`src/verilog/psv_pkg.sv`:
```
// Purpose: Constants for the status and input-voltage readback block
// Assumes: Command-level access from a management bus decoder on clk
// Notes:   Overview of operation follows
//
// Overview of operation
// - Command 7Fh byte read/write, bits 7:1 zero
// - Alert originator flag latches, resets to zero
// - Summary bit is OR of misc status
// - Clearing misc bits also clears summary bit
// - Vendor byte 80h, cleared by write-one or clear-all
// - Bit 7 latches on power-on check failures
// - Bit 6 live self-check in progress flag
// - Bits 3, 2 latch restore and backchannel events
// - Bit 1 latches sync fault until cleared
// - Bits 5, 4, 0 read zero, writes ignored
// - Writing one clears any set latched status bit
// - Every alerting bit has a mask bit; bad command alert is unmasked
// - Command 88h read-only linear voltage word
// - Writing read-only command flags bad command
// - Bad command also asserts the alert
// - Selector FFh reports lead voltage, else member
// - Follower backchannel problems flag comms fault
package psv_pkg;
	localparam logic [7:0] CMD_MISC      = 8'h7F;
	localparam logic [7:0] CMD_VENDOR    = 8'h80;
	localparam logic [7:0] CMD_VIN       = 8'h88;
	localparam logic [7:0] LEAD_SELECT   = 8'hFF;
	localparam int         MISC_ORIG_BIT = 0;
	localparam int         V_POR_BIT     = 7;
	localparam int         V_SELF_BIT    = 6;
	localparam int         V_RESTORE_BIT = 3;
	localparam int         V_BCX_BIT     = 2;
	localparam int         V_SYNC_BIT    = 1;
	localparam logic [7:0] MISC_MASK     = 8'h01;
	localparam logic [7:0] VENDOR_LATCH  = 8'h8E;
	localparam logic [7:0] STATUS_RESET  = 8'h00;
	localparam logic [15:0] VIN_RESET    = 16'h0000;
endpackage : psv_pkg

```
`src/verilog/psv_status_vin.sv`:
```
// Purpose: Misc and vendor status bytes plus input-voltage readback
// Assumes: Bus decoder presents one-cycle command strobes on clk
// Notes:   Event inputs are synchronised; alert output is active high
`timescale 1ns/100ps
module psv_status_vin (
	input  wire logic        clk,            // 40 MHz clock
	input  wire logic        arst_n,         // Async reset, active low
	input  wire logic        cmd_wr,         // Write strobe, one cycle
	input  wire logic        cmd_rd,         // Read strobe, one cycle
	input  wire logic [7:0]  cmd_code,       // Command code
	input  wire logic [7:0]  cmd_wdata,      // Write data byte
	input  wire logic        fault_clear_all,// Global clear strobe
	input  wire logic [7:0]  alert_mask_setting, // Mask of misc vendor bits
	input  wire logic [7:0]  stack_select,   // Stack member selector
	input  wire logic [15:0] power_input_voltage, // Lead linear reading
	input  wire logic [15:0] member_vin,     // Selected member reading
	input  wire logic        alert_line_in,  // Shared alert wire level
	input  wire logic        por_check_fail, // Power-on check failure
	input  wire logic        self_check_busy,// Live self-check state
	input  wire logic        output_voltage_restore_event, // Restore event
	input  wire logic        stack_backchannel_fault, // Backchannel event
	input  wire logic        sync_fault,     // Frequency sync fault
	output logic [15:0]      rd_data,        // Read data
	output logic             rd_valid,       // Read answer pulse
	output logic             misc_summary,   // Summary bit for misc byte
	output logic             bad_command_flag, // Comms fault bit 7 pulse
	output logic             comms_summary_set, // Comms summary set pulse
	output logic             comms_fault_follower, // Follower comms fault
	output logic             alert_out       // Alert assert, active high
);

	////////////////////////////////////////////////////////////////////////
	// Synchronisers for asynchronous event pins
	logic [6:0] sync1;
	logic [6:0] sync2;
	wire  [6:0] raw_in = {alert_line_in, por_check_fail, self_check_busy,
		output_voltage_restore_event, stack_backchannel_fault, sync_fault, 1'b0};

	// First stage feeds second only
	always_ff @(posedge clk or negedge arst_n) begin
		if (!arst_n) begin
			sync1 <= 7'h00;
			sync2 <= 7'h00;
		end else begin
			sync1 <= raw_in;
			sync2 <= sync1;
		end
	end

	wire s_alert_line = sync2[6];
	wire s_por        = sync2[5];
	wire s_self       = sync2[4];
	wire s_restore    = sync2[3];
	wire s_bcx        = sync2[2];
	wire s_sync       = sync2[1];

	////////////////////////////////////////////////////////////////////////
	// Decode
	logic [7:0] misc_alert_status;
	logic [7:0] vendor_fault_status;
	logic       alert_q;

	wire hit_misc   = cmd_code == psv_pkg::CMD_MISC;
	wire hit_vendor = cmd_code == psv_pkg::CMD_VENDOR;
	wire hit_vin    = cmd_code == psv_pkg::CMD_VIN;
	wire wr_misc    = cmd_wr && hit_misc;
	wire wr_vendor  = cmd_wr && hit_vendor;
	wire wr_ro      = cmd_wr && hit_vin;

	// Write-one clear masks; unsupported positions never touched
	wire [7:0] clr_misc   = (wr_misc ? cmd_wdata : 8'h00) & psv_pkg::MISC_MASK;
	wire [7:0] clr_vendor = fault_clear_all ? psv_pkg::VENDOR_LATCH :
		((wr_vendor ? cmd_wdata : 8'h00) & psv_pkg::VENDOR_LATCH);

	// Originator: we raise alert while wire was still idle
	wire next_alert = |(({vendor_fault_status[7:1], misc_alert_status[0]}) &
		~{alert_mask_setting[7:1], alert_mask_setting[0]} &
		{psv_pkg::VENDOR_LATCH[7:1], 1'b1});
	wire orig_set = next_alert && !alert_q && !s_alert_line;

	wire [7:0] set_vendor = {s_por, 3'b000, s_restore, s_bcx, s_sync, 1'b0};

	////////////////////////////////////////////////////////////////////////
	// Status registers; set wins over clear
	always_ff @(posedge clk or negedge arst_n) begin
		if (!arst_n) begin
			misc_alert_status   <= psv_pkg::STATUS_RESET;
			vendor_fault_status <= psv_pkg::STATUS_RESET;
		end else begin
			misc_alert_status[psv_pkg::MISC_ORIG_BIT] <=
				orig_set | (misc_alert_status[psv_pkg::MISC_ORIG_BIT]
				& ~clr_misc[psv_pkg::MISC_ORIG_BIT] & ~fault_clear_all);
			vendor_fault_status <= (set_vendor | (vendor_fault_status & ~clr_vendor))
				& psv_pkg::VENDOR_LATCH;
		end
	end

	// Live self-check bit inserted at read time
	wire [7:0] vendor_view = vendor_fault_status | ({7'h00, s_self} << psv_pkg::V_SELF_BIT);
	wire [15:0] vin_view = (stack_select == psv_pkg::LEAD_SELECT) ?
		power_input_voltage : member_vin;
	wire [15:0] next_rd = hit_misc ? {8'h00, misc_alert_status & psv_pkg::MISC_MASK} :
		hit_vendor ? {8'h00, vendor_view} :
		hit_vin ? vin_view : 16'h0000;

	////////////////////////////////////////////////////////////////////////
	// Registered outputs
	always_ff @(posedge clk or negedge arst_n) begin
		if (!arst_n) begin
			rd_data              <= psv_pkg::VIN_RESET;
			rd_valid             <= 1'b0;
			misc_summary         <= 1'b0;
			bad_command_flag     <= 1'b0;
			comms_summary_set    <= 1'b0;
			comms_fault_follower <= 1'b0;
			alert_q              <= 1'b0;
			alert_out            <= 1'b0;
		end else begin
			rd_valid             <= cmd_rd;
			if (cmd_rd)
				rd_data <= next_rd;
			misc_summary         <= |(misc_alert_status & psv_pkg::MISC_MASK);
			bad_command_flag     <= wr_ro;
			comms_summary_set    <= wr_ro;
			comms_fault_follower <= s_bcx;
			alert_q              <= next_alert | wr_ro;
			alert_out            <= next_alert | wr_ro;
		end
	end
endmodule : psv_status_vin

```
`config.mk`:
```
export PLATFORM = sky130hd
export DESIGN_NAME = psv_status_vin
export DESIGN_NICKNAME = d
export VERILOG_FILES = /design/src/verilog/psv_pkg.sv /design/src/verilog/psv_status_vin.sv
export SDC_FILE = /design/constraint.sdc
export NUM_CORES = 1
export LEC_CHECK = 0
export BUFFER_PORTS_ARGS = -buffer_cell sky130_fd_sc_hd__buf_2
export CAP_MARGIN = 15
export CORE_MARGIN = 4
export CORE_UTILIZATION = 46
export CTS_CLUSTER_DIAMETER = 60
export DETAILED_ROUTE_END_ITERATION = 10
export PLACE_DENSITY = 0.84
export SYNTH_ARGS = -nofsm -noshare
export SYNTH_HDL_FRONTEND = slang
export SYNTH_SLANG_ARGS = --single-unit
```
`constraint.sdc`:
```
create_clock -name clk -period 1.7 [get_ports clk]
set_clock_uncertainty 0.05 [all_clocks]
set_input_delay 0.085 -clock clk [delete_from_list [all_inputs] [get_ports clk]]
set_output_delay 0.085 -clock clk [all_outputs]
set_load 0.005 [all_outputs]
```
* Word-level counts from Yosys, hierarchy flattened
Index checks and enable logic that the tools add are counted.
W data, S select, Z words.
** Word-level totals
- Bits in registers :: 38
** Cells by class
- Equal/unequal tests :: 4
- Multiplexer cells :: 7
- Bitwise operators :: 12
- Reduce and logical (&&, ||, !) cells :: 8
** Operator list (number)
- $mux W16 :: 4
- $eq A8 B8 Y1 const B :: 3
- $and A8 B8 Y8 :: 2
- $mux W8 :: 2
- $not A8 Y8 :: 2
- $eq A8 B7 Y1 const B :: 1
- $or A8 B7 Y8 :: 1
- $or A8 B8 Y8 :: 1
- $logic_and A1 B1 Y1 :: 5
- $reduce_or A5 Y1 :: 1
- $and A1 B1 Y1 :: 2
- $logic_not A1 Y1 :: 2
- $not A1 Y1 :: 2
- $or A1 B1 Y1 :: 2
- $mux W1 :: 1

* Longest topological paths before layout
Gate-level depths: netlist (run 1).
- Depth after elaboration :: 7
- Depth in mapped cells :: 5
- Depth with buffers taken out :: 4

* Worst setup path before layout (run 1)
OpenSTA, ideal clock, no wires.
- Kind :: in2reg
- Start point :: input port stack_select[3]
- End point :: register rd_data[12]
- Setup time :: 0.129 ns
- Arrival :: 0.952 ns
- Data required time :: 1.521 ns
- Slack :: 0.569 ns
- Stages :: 5
- Buffers on the path :: 1
- Path through :: nand4_1 > nor2_4 > buf_6 > mux2i_1 > o22ai_2
** On the way
- Word-level cells in the longest chain between the ends :: 5
** RTL lines
- from (decl) :: line psv_status_vin.sv:14 : input wire logic [7:0] stack_select,
- $eq A8 B8 Y1 :: line psv_status_vin.sv:100 : wire [15:0] vin_view = (stack_select == psv_pkg::LEAD_SELECT) ?
- $mux W16 :: line psv_status_vin.sv:100
- $mux W16 :: line psv_status_vin.sv:104 : hit_vin ? vin_view : 16'h0000;
- $mux W16 :: line psv_status_vin.sv:103 : hit_vendor ? {8'h00, vendor_view} :
- $mux W16 :: line psv_status_vin.sv:102 : wire [15:0] next_rd = hit_misc ? {8'h00, misc_alert_status & psv_pkg::MISC_MASK} :
- to (signal assigned) :: line psv_status_vin.sv:110 : rd_data <= psv_pkg::VIN_RESET;
- to (signal assigned) :: line psv_status_vin.sv:121 : rd_data <= next_rd;
- to (decl) :: line psv_status_vin.sv:23 : output logic [15:0] rd_data,
Every way passes these cells.
A chain may end at the register's enable or synchronous reset.

==> results.ini, run 1 <==
[routing]
drc_errors = 0
ant_nets = 0
wl_per_cell_microns = 14.00
dr.pass1.iters = 5
drtIter0Drc = 88
num_vias = 1501
vias_per_cell = 4.889
drt-total-wl_mm = 4.297

[sta]
slew_headroom_pct = 44.63
min_period_ps = 1535
setup_violations = 0
maxSlewViolCount = 0
hold_viol = 0
max_freq_mhz = 651.5
rsz0062_at_grt = false
fin_crit_sh_pct = 90.28
timing.hold.ws_ps = 9.737
setup_tns_ps = 0
worstMarginPinSlew_ps = 830.5

[floorplanning]
die_x_microns = 67.76
io_pins = 97
core_area_sq_um = 3390
fp.dieArea_sq_um = 4591
num_rows = 21
die_y_microns = 67.76
start_util_pct = 48.47

[cells_and_area]
syn_to_final_growth_pct = 54.23
layout-drive-gt1-share_pct = 42.53
antennaDiodeCount = 0
final_nets = 335

[synthesis]
synth_most_common_cell = dfrtp_1
synth_cells = 132
synth_cell_types = 28
ys_warn_count = 0
syn_avg_cell_area_sq_um = 12.45
syn_area_sq_um = 1643
synth-seq-cells = 38
async_flop_share_pct = 100.0
yosysTopAreaCellShare_pct = 57.88
yosys-top-cells-count = 38 x dfrtp_1, 16 x inv_1, 16 x mux2i_1
yosysTopAreaCell = dfrtp_1
yosysSeqAreaShare_pct = 57.88
synthTopCellsByArea = dfrtp_1 58%, mux2i_1 9.7%, o22ai_2 7.6%
ys.flop_type = dfrtp_1
syn-num-nets = 207
synth_edf_count = 0

[critical_path]
endpoint_kind = register
crit_arrival_ps = 1700
timing.rr.start = misc_alert_status[0]
crit_type = input pin to register
required_ps = 1860
critPathLaunch = cmd_rd
cp-start-kind = input pin
cp_max_fo = 16

[clock_network]
cts_sinks = 38
root_buffer = clkbuf_4
numCtsBuffers = 5
cts.clk_slew.worst_paths_ps = 110
htreeDepth = 2
tritoncts = done
postCtsSetupRepairBufs = 0
cts_max_path_buffers = 2
clk_latency_ps = 330

[place]
routabilityCongestion = 0.8925
dp_hpwl_mm = 2.901
portBuffers = 90

[run]
drv_cap = 0

[grt]
antenna_found_initial = 0
grtUsageTotal_pct = 19.95
grt_pass1_wl_mm = 6.651
grt_max_degree = 39
grt_overflow_total = 0
grt_pass1_vias = 1581

[status]
outcome = complete, no violations

[pwr]
leakage_nw = 1.230
p_per_area_nw_per_um2 = 652.1
power.ir.vdd_worst_mv = 0.5602

[min_path]
hp-class = input pin to register
hold_start = member_vin[6]

[worst max-delay path, stage by stage]
cell,delay (ps)
dlygate4sd3_1,530
buf_2,160
nand2_4,200
o221ai_1,150
dlygate4sd3_1,570
[through the flow]
stage,setup slack [ps],instances,utilization (%),instance area [sq um],power (W)
floorplan,568.7,132,-,1643,0.001014
global placement,291.9,264,62.50,2118,0.001129
detailed placement,277.1,264,62.50,2118,0.001135
CTS,43.04,307,74.60,2529,0.001667
global route,128.9,307,74.75,2534,0.001743
finish,165.2,307,74.75,2534,0.001652
[path summary, 6_finish.rpt]
check,end,depth (start not counted),slack [ps]
min in group asynchronous,vendor_fault_status[7],2,340
hold / removal,rd_data[6],3,10
max in group asynchronous,misc_summary,2,750
setup reg to reg,rd_data[0],3,360
setup / recovery,rd_data[0],5,170
hold reg to reg,sync2[3],0,310
[per-layer routing]
metal	global-route usage, %	vias to the layer above	wire, microns
met4	11.65	0	124
met3	2.496	11	259
met5	0	-	0
met1	21.76	698	1643
met2	36.57	64	2270
li1	-	728	-
[placed cells by master, fill, tap and decap left out, types with 2 or more instances in the layout]
| master | synthesis | routed |
|---|---|---|
| buf_4 | 2 | 2 |
| o21ai_0 | 5 | 5 |
| dlygate4sd3_1 | 0 | 35 |
| dfrtp_1 | 38 | 38 |
| a31o_1 | 4 | 4 |
| nand4_1 | 3 | 3 |
| nand3_1 | 5 | 5 |
| o22ai_2 | 10 | 10 |
| nor2b_1 | 6 | 6 |
| mux2i_1 | 16 | 16 |
| a31oi_1 | 5 | 5 |
| o22ai_1 | 2 | 2 |
| and4b_1 | 2 | 2 |
| nor2_1 | 2 | 2 |
| buf_2 | 2 | 90 |
| clkbuf_4 | 0 | 5 |
| inv_1 | 16 | 16 |
[state kept, by name (all words and copies together), names as in the netlist]
name                  cells
rd_data                  16
sync1                     6
sync2                     6
vendor_fault_status       4
alert_out                 1
bad_command_flag          1
comms_fault_follower      1
misc_alert_status         1
misc_summary              1
rd_valid                  1
[logic make-up after synthesis]
logic type,share of synthesized area (%)
compound gates,15.00
buf+inv,6.550
flops,57.88
mux,9.748
simple gates,10.82
[report_power, final]
part	internal, W	leakage, nW	switching, W
Combinational	0.000138	0.715	0.0000913
Clock	0.000201	0.0353	0.000272
Sequential	0.000934	0.480	0.0000151
[layout make-up]
class,count,area (sq um)
well taps,46,57.56
clock inverters,1,5.005
flip-flops and latches,38,950.9
repair buffers,127,815.8
inverters,16,60.06
clock buffers,7,55.05
fillers,257,855.8
multi-input cells,72,589.3
[timing repair]
item | 4_1_cts | 5_1_grt
gates resized for setup | 0 | 1
endpoints found under the hold margin | 58 | 0
hold buffers | 35 | 0
setup endpoints to repair | 0 | 1
Power figures use the tool's default switching activity.
==> run 2: changes to the inputs <==
Settings changed: CORE_UTILIZATION 46 to 43, PLACE_DENSITY 0.84 to 0.87.
Clock period 1.7 ns to 1.6 ns, I/O delays scaled along.
==> run 2 against run 1 <==
Utilization is 12 points lower. Cell area is 8.9% lower. First-iteration DRC count is 34% lower. Clock power is 38% higher. Worst setup slack better by 160 ps. Critical path type unchanged. Worst hold slack better by 5.7 ps. Largest power group unchanged. Critical path depth is 1 higher. Highest routed layer unchanged. Global-route usage is 3.0 points lower. Register-to-register slack better by 120 ps. Total power is 12% higher. Clock-buffer cell count stayed put.
==> results.ini, run 2 (same netlist as run 1, synthesis figures left out) <==
[critical_path]
endpoint_kind = register
timing.rr.start = vendor_fault_status[7]
r2r-end = misc_alert_status[0]
reg2reg_depth = 3  ; unchanged
required_ps = 1700  ; -160 ps
crit_arrival_ps = 1380  ; -320 ps
cp-start-kind = input pin
crit_type = input pin to register
cp_max_fo = 15  ; -1
r2r_slack_ps = 480  ; +120 ps

[grt]
antenna_found_initial = 0  ; unchanged
grt_pass1_wl_mm = 6.610  ; -0.62%
grtUsageTotal_pct = 16.95  ; -3.0 points
grt_pass1_vias = 1455  ; -8.0%
grt_overflow_total = 0  ; unchanged
grt_max_degree = 39  ; unchanged

[clock_network]
tritoncts = done
root_buffer = clkbuf_8
cts.clk_slew.worst_paths_ps = 70  ; -40 ps
htreeDepth = 2  ; unchanged
cts_sinks = 38  ; unchanged
cts_max_path_buffers = 2  ; unchanged
clk_latency_ps = 280  ; -50 ps
post_cts_resize_count = 0  ; unchanged
postCtsSetupRepairBufs = 0  ; unchanged
numCtsBuffers = 5  ; unchanged

[routing]
ant_nets = 0  ; unchanged
drtIter0Drc = 58  ; -34%
vias_per_cell = 4.880  ; -0.18%
wl_per_cell_microns = 13.72  ; -2.0%
dr.pass1.iters = 4  ; -1
drt-total-wl_mm = 3.896  ; -9.3%
num_vias = 1386  ; -7.7%
drc_errors = 0  ; unchanged

[sta]
timing.hold.ws_ps = 15.43  ; +5.693 ps
worstMarginPinSlew_ps = 793.7  ; -36.81 ps
setup_tns_ps = 0  ; unchanged
min_period_ps = 1277
maxSlewViolCount = 0  ; unchanged
hold_viol = 0  ; unchanged
setup_violations = 0  ; unchanged
fin_crit_sh_pct = 79.84
rsz0062_at_grt = false
slew_headroom_pct = 47.09  ; +2.5 points
max_freq_mhz = 782.8

[cells_and_area]
largest_reg_flops = 16  ; unchanged
finalInstanceArea_sq_um = 2307  ; -8.9%
fin_util_pct = 62.55  ; -12 points
register_area_sq_um = 950.9  ; unchanged
antennaDiodeCount = 0  ; unchanged
layout-drive-gt1-share_pct = 47.88  ; +5.4 points
final_common_cell = buf_2
fill_cells = 311  ; +21%
top_regs = rd_data (16), sync1 (6), sync2 (6)
largest_register = rd_data
final_nets = 310  ; -7.5%
syn_to_final_growth_pct = 40.44
multiInputGateArea_sq_um = 584.3  ; -0.85%
layout_common_cells = 90 x buf_2, 38 x dfrtp_1, 16 x inv_1, 16 x mux2i_1, 10 x o22ai_2

[pwr]
p_per_area_nw_per_um2 = 803.0  ; +23%
leakage_nw = 1.130  ; -8.1%
p_total_w = 0.001853  ; +12%
power.ir.vdd_worst_mv = 0.6122  ; +9.3%

[floorplanning]
io_pins = 97  ; unchanged
num_rows = 22  ; +4.8%
fp.dieArea_sq_um = 4873  ; +6.1%
die_y_microns = 69.81  ; +3.0%
die_x_microns = 69.81  ; +3.0%
start_util_pct = 44.54  ; -3.9 points
core_area_sq_um = 3689  ; +8.8%

[min_path]
hp-class = input pin to register
min_to = rd_data[15]
hold_start = member_vin[15]
holdPathStages = 3  ; unchanged

[place]
dp_hpwl_mm = 3.077  ; +6.0%
portBuffers = 90  ; unchanged
routabilityCongestion = 0.7681  ; -14%
place_area_sq_um = 2136  ; +0.83%

[run]
drv_cap = 0  ; unchanged

[status]
outcome = complete, no violations

-- run 2: critical path: stages --
cell	delay [ps]
dlygate4sd3_1	520
buf_2	210
buf_4	270
nor2b_1	70
a31oi_1	130
o21ai_0	90
-- run 2: power by group --
| part | internal [W] | total, W | switching (W) | leakage [nW] |
|---|---|---|---|---|
| clock | 0.000347 | 0.000651 | 0.000304 | 0.0482 |
| sequential | 0.000994 | 0.00101 | 0.0000173 | 0.480 |
| combinational | 0.000105 | 0.000191 | 0.0000864 | 0.602 |
| total | 0.00145 | 0.00185 | 0.000407 | 1.13 |
-- run 2: metrics by stage --
stage | instances | setup slack, ps
finish | 284 | 322.5
detailed placement | 268 | 206.8
global placement | 268 | 232.3
global route | 284 | 214.9
floorplan | 132 | 473.7
CTS | 284 | 315.3
-- run 2: layer usage --
metal / share of wire [%] / up-vias / track usage [%]
li1: - / 674 / -
met4: 1.2 / 0 / 6.170
met5: 0 / - / 0
met1: 39 / 672 / 18.84
met2: 54 / 35 / 30.33
met3: 5.9 / 5 / 5.072
-- run 2: timing repair --
item / in CTS / in global routing
hold endpoints to repair: 45 / 0
endpoints found under the setup margin: 0 / 0
hold buffers: 8 / 0
-- run 2: cell type report --
type,count,area share (%)
Sequential cell,38,41.21
Multi-Input combinational cell,72,25.33
Timing Repair Buffer,102,24.30
Clock buffer,7,3.742
Inverter,16,2.603
Tap cell,48,2.603
Clock inverter,1,0.2169
-- run 2: how the worst max path moves through the flow --
stage               startpoint          end  slack [ps]  depth (start not counted)
2_1_floorplan  stack_select[3]  rd_data[12]         470                          5
3_3_place_gp       cmd_code[1]   rd_data[0]         230                          5
3_5_place_dp       cmd_code[1]   rd_data[1]         210                          5
4_1_cts                 cmd_rd   rd_data[6]         320                          6
5_1_grt                 cmd_rd   rd_data[7]         210                          6
6_report                cmd_rd   rd_data[6]         320                          6
==> run 3: changes to the inputs <==
Clock period 1.6 ns to 1.2 ns, I/O delays scaled along.
==> run 3 against run 2 <==
Total power grew 37%. Utilization grew 5.3 points. Cell area grew 8.5%. Worst setup slack lost 240 ps. Sequential cell count is the same. Critical path depth shrank 1. Clock-buffer cell count is the same. Worst hold slack lost 10 ps. Critical path type unchanged. Final cell count grew 5.3%. First-iteration DRC count grew 12%. Via count grew 7.2%.
==> results.ini, run 3 (same netlist as run 1, synthesis figures left out) <==
[clock_network]
cts.clk_slew.worst_paths_ps = 70  ; about the same
root_buffer = clkbuf_8
cts_max_path_buffers = 2  ; unchanged
clk_latency_ps = 280  ; about the same
numCtsBuffers = 5  ; unchanged
tritoncts = done
cts_sinks = 38  ; unchanged
htreeDepth = 2  ; unchanged

[cells_and_area]
register_area_sq_um = 950.9  ; unchanged
fill_cells = 277  ; -11%
syn_to_final_growth_pct = 52.40
largest_reg_flops = 16  ; unchanged
largest_register = rd_data
final_nets = 325  ; +4.8%
top_regs = rd_data (16), sync1 (6), sync2 (6)
layout-drive-gt1-share_pct = 48.21  ; +0.33 points
final_common_cell = buf_2
antennaDiodeCount = 0  ; unchanged
layout_common_cells = 89 x buf_2, 38 x dfrtp_1, 18 x dlygate4sd3_1
multiInputGateArea_sq_um = 603.1  ; +3.2%

[critical_path]
cp_cell_sequence = dlygate4sd3_1 > clkbuf_4 > nand2_2 > buf_12 > o22ai_2
cp-start-kind = input pin
crit_arrival_ps = 1220  ; -160 ps
required_ps = 1310  ; -390 ps
critPathSlowestCell = dlygate4sd3_1
cp_max_fo = 15  ; unchanged
critical_path_buf_inv_count = 3  ; unchanged
endpoint_kind = register
reg2reg_depth = 4  ; +1
cp_top_family = buffers and inverters
worst-path-stages = 5  ; -1
crit_type = input pin to register
slowest_delay_ps = 530  ; about the same

[sta]
setup_violations = 0  ; unchanged
timing.hold.ws_ps = 5.080  ; -10.35 ps
maxSlewViolCount = 0  ; unchanged
worstMarginPinSlew_ps = 456.9  ; -336.8 ps
slew_headroom_pct = 69.54  ; +22 points
fin_crit_sh_pct = 93.04
setup_tns_ps = 0  ; unchanged
min_period_ps = 1116
hold_viol = 0  ; unchanged
rsz0062_at_grt = false
max_freq_mhz = 895.7

[place]
portBuffers = 90  ; unchanged
dp_hpwl_mm = 3.224  ; +4.8%
routabilityCongestion = 0.7577  ; -1.4%

[grt]
antenna_found_initial = 0  ; unchanged
grt_overflow_total = 0  ; unchanged
grtUsageTotal_pct = 18.27  ; +1.3 points
grt_pass1_vias = 1588  ; +9.1%
grt_pass1_wl_mm = 7.120  ; +7.7%
grt_max_degree = 21  ; -46%

[routing]
m1WireLength_mm = 1.757  ; +16%
drc_errors = 0  ; unchanged
maxUsedRoutingLayer = met4
wl_met3_microns = 216  ; -5.3%
vias_per_cell = 4.970  ; +1.8%
drtIter0Drc = 65  ; +12%
num_vias = 1486  ; +7.2%
routed-wl-met2_mm = 2.355  ; +12%
wl_per_cell_microns = 14.73  ; +7.3%
ant_nets = 0  ; unchanged
drt-total-wl_mm = 4.403  ; +13%
dr.pass1.iters = 4  ; unchanged

[pwr]
power.ir.vdd_worst_mv = 0.9740  ; +59%
leakage_nw = 1.217  ; +7.7%
p_per_area_nw_per_um2 = 1013  ; +26%

[floorplanning]
fp.dieArea_sq_um = 4873  ; unchanged
num_rows = 22  ; unchanged
start_util_pct = 44.54  ; unchanged
die_y_microns = 69.81  ; unchanged
io_pins = 97  ; unchanged
core_area_sq_um = 3689  ; unchanged
die_x_microns = 69.81  ; unchanged

[min_path]
hp-class = input pin to register
holdPathStages = 3  ; unchanged

[status]
outcome = complete, no violations

[run]
drv_cap = 0  ; unchanged

-- run 3: changes by cell type in the layout (fill, tap and decap cells not counted), sizes merged --
cell and delta:
clkbuf +1, dlygate4sd3 +10, buf +4
-- run 3: stage by stage --
step,power (W),worst slack [ps],instance area [sq um],std cells,utilization (%)
2_1_floorplan,0.001437,93.68,1643,132,-
3_3_place_gp,0.001611,-61.21,2188,270,59.33
3_5_place_dp,0.001621,-94.20,2188,270,59.33
4_1_cts,0.002534,38.28,2460,296,66.69
5_1_grt,0.002664,24.45,2504,299,67.88
6_report,0.002536,83.52,2504,299,67.88
-- run 3: what timing repair did --
item	CTS	global route
endpoints found under the hold margin	31	0
resized for setup	0	4
setup buffers	0	3
setup endpoints to repair	0	12
hold buffers	18	0
-- run 3: power by group --
| group | switching (W) | internal, W |
|---|---|---|
| combinational | 0.000135 | 0.000182 |
| sequential | 0.0000235 | 0.00132 |
| clock | 0.000409 | 0.000463 |
| total | 0.000567 | 0.00197 |
-- run 3: layout make-up --
cell class                      count  area share, %
Inverter                           16          2.399
Timing Repair Buffer              117          29.49
Clock buffer                        7          3.448
Tap cell                           48          2.399
Multi-Input combinational cell     72          24.09
Clock inverter                      1         0.1999
Sequential cell                    38          37.98
-- run 3: metal layers --
metal | track usage (%) | vias up
met4 | 7.021 | 0
met3 | 4.348 | 9
met1 | 20.28 | 721
met2 | 33.37 | 44
li1 | - | 712
met5 | 0 | -
-- run 3: worst reg2reg max path, cell delays in order, from the launching register on --
cell     delay [ps]
dfrtp_1         380
inv_1            60
o22ai_1         200
nor3_2           80
o32ai_2         250
-- run 3: final timing paths --
check / startpoint / endpoint / slack [ps]
hold reg to reg: sync1[2] / sync2[2] / 300
setup / recovery: cmd_rd / rd_data[13] / 80
max in group asynchronous: arst_n / rd_data[8] / 410
min in group asynchronous: arst_n / rd_data[14] / 230
setup reg to reg: vendor_fault_status[1] / misc_alert_status[0] / 90
hold / removal: power_input_voltage[10] / rd_data[10] / 5
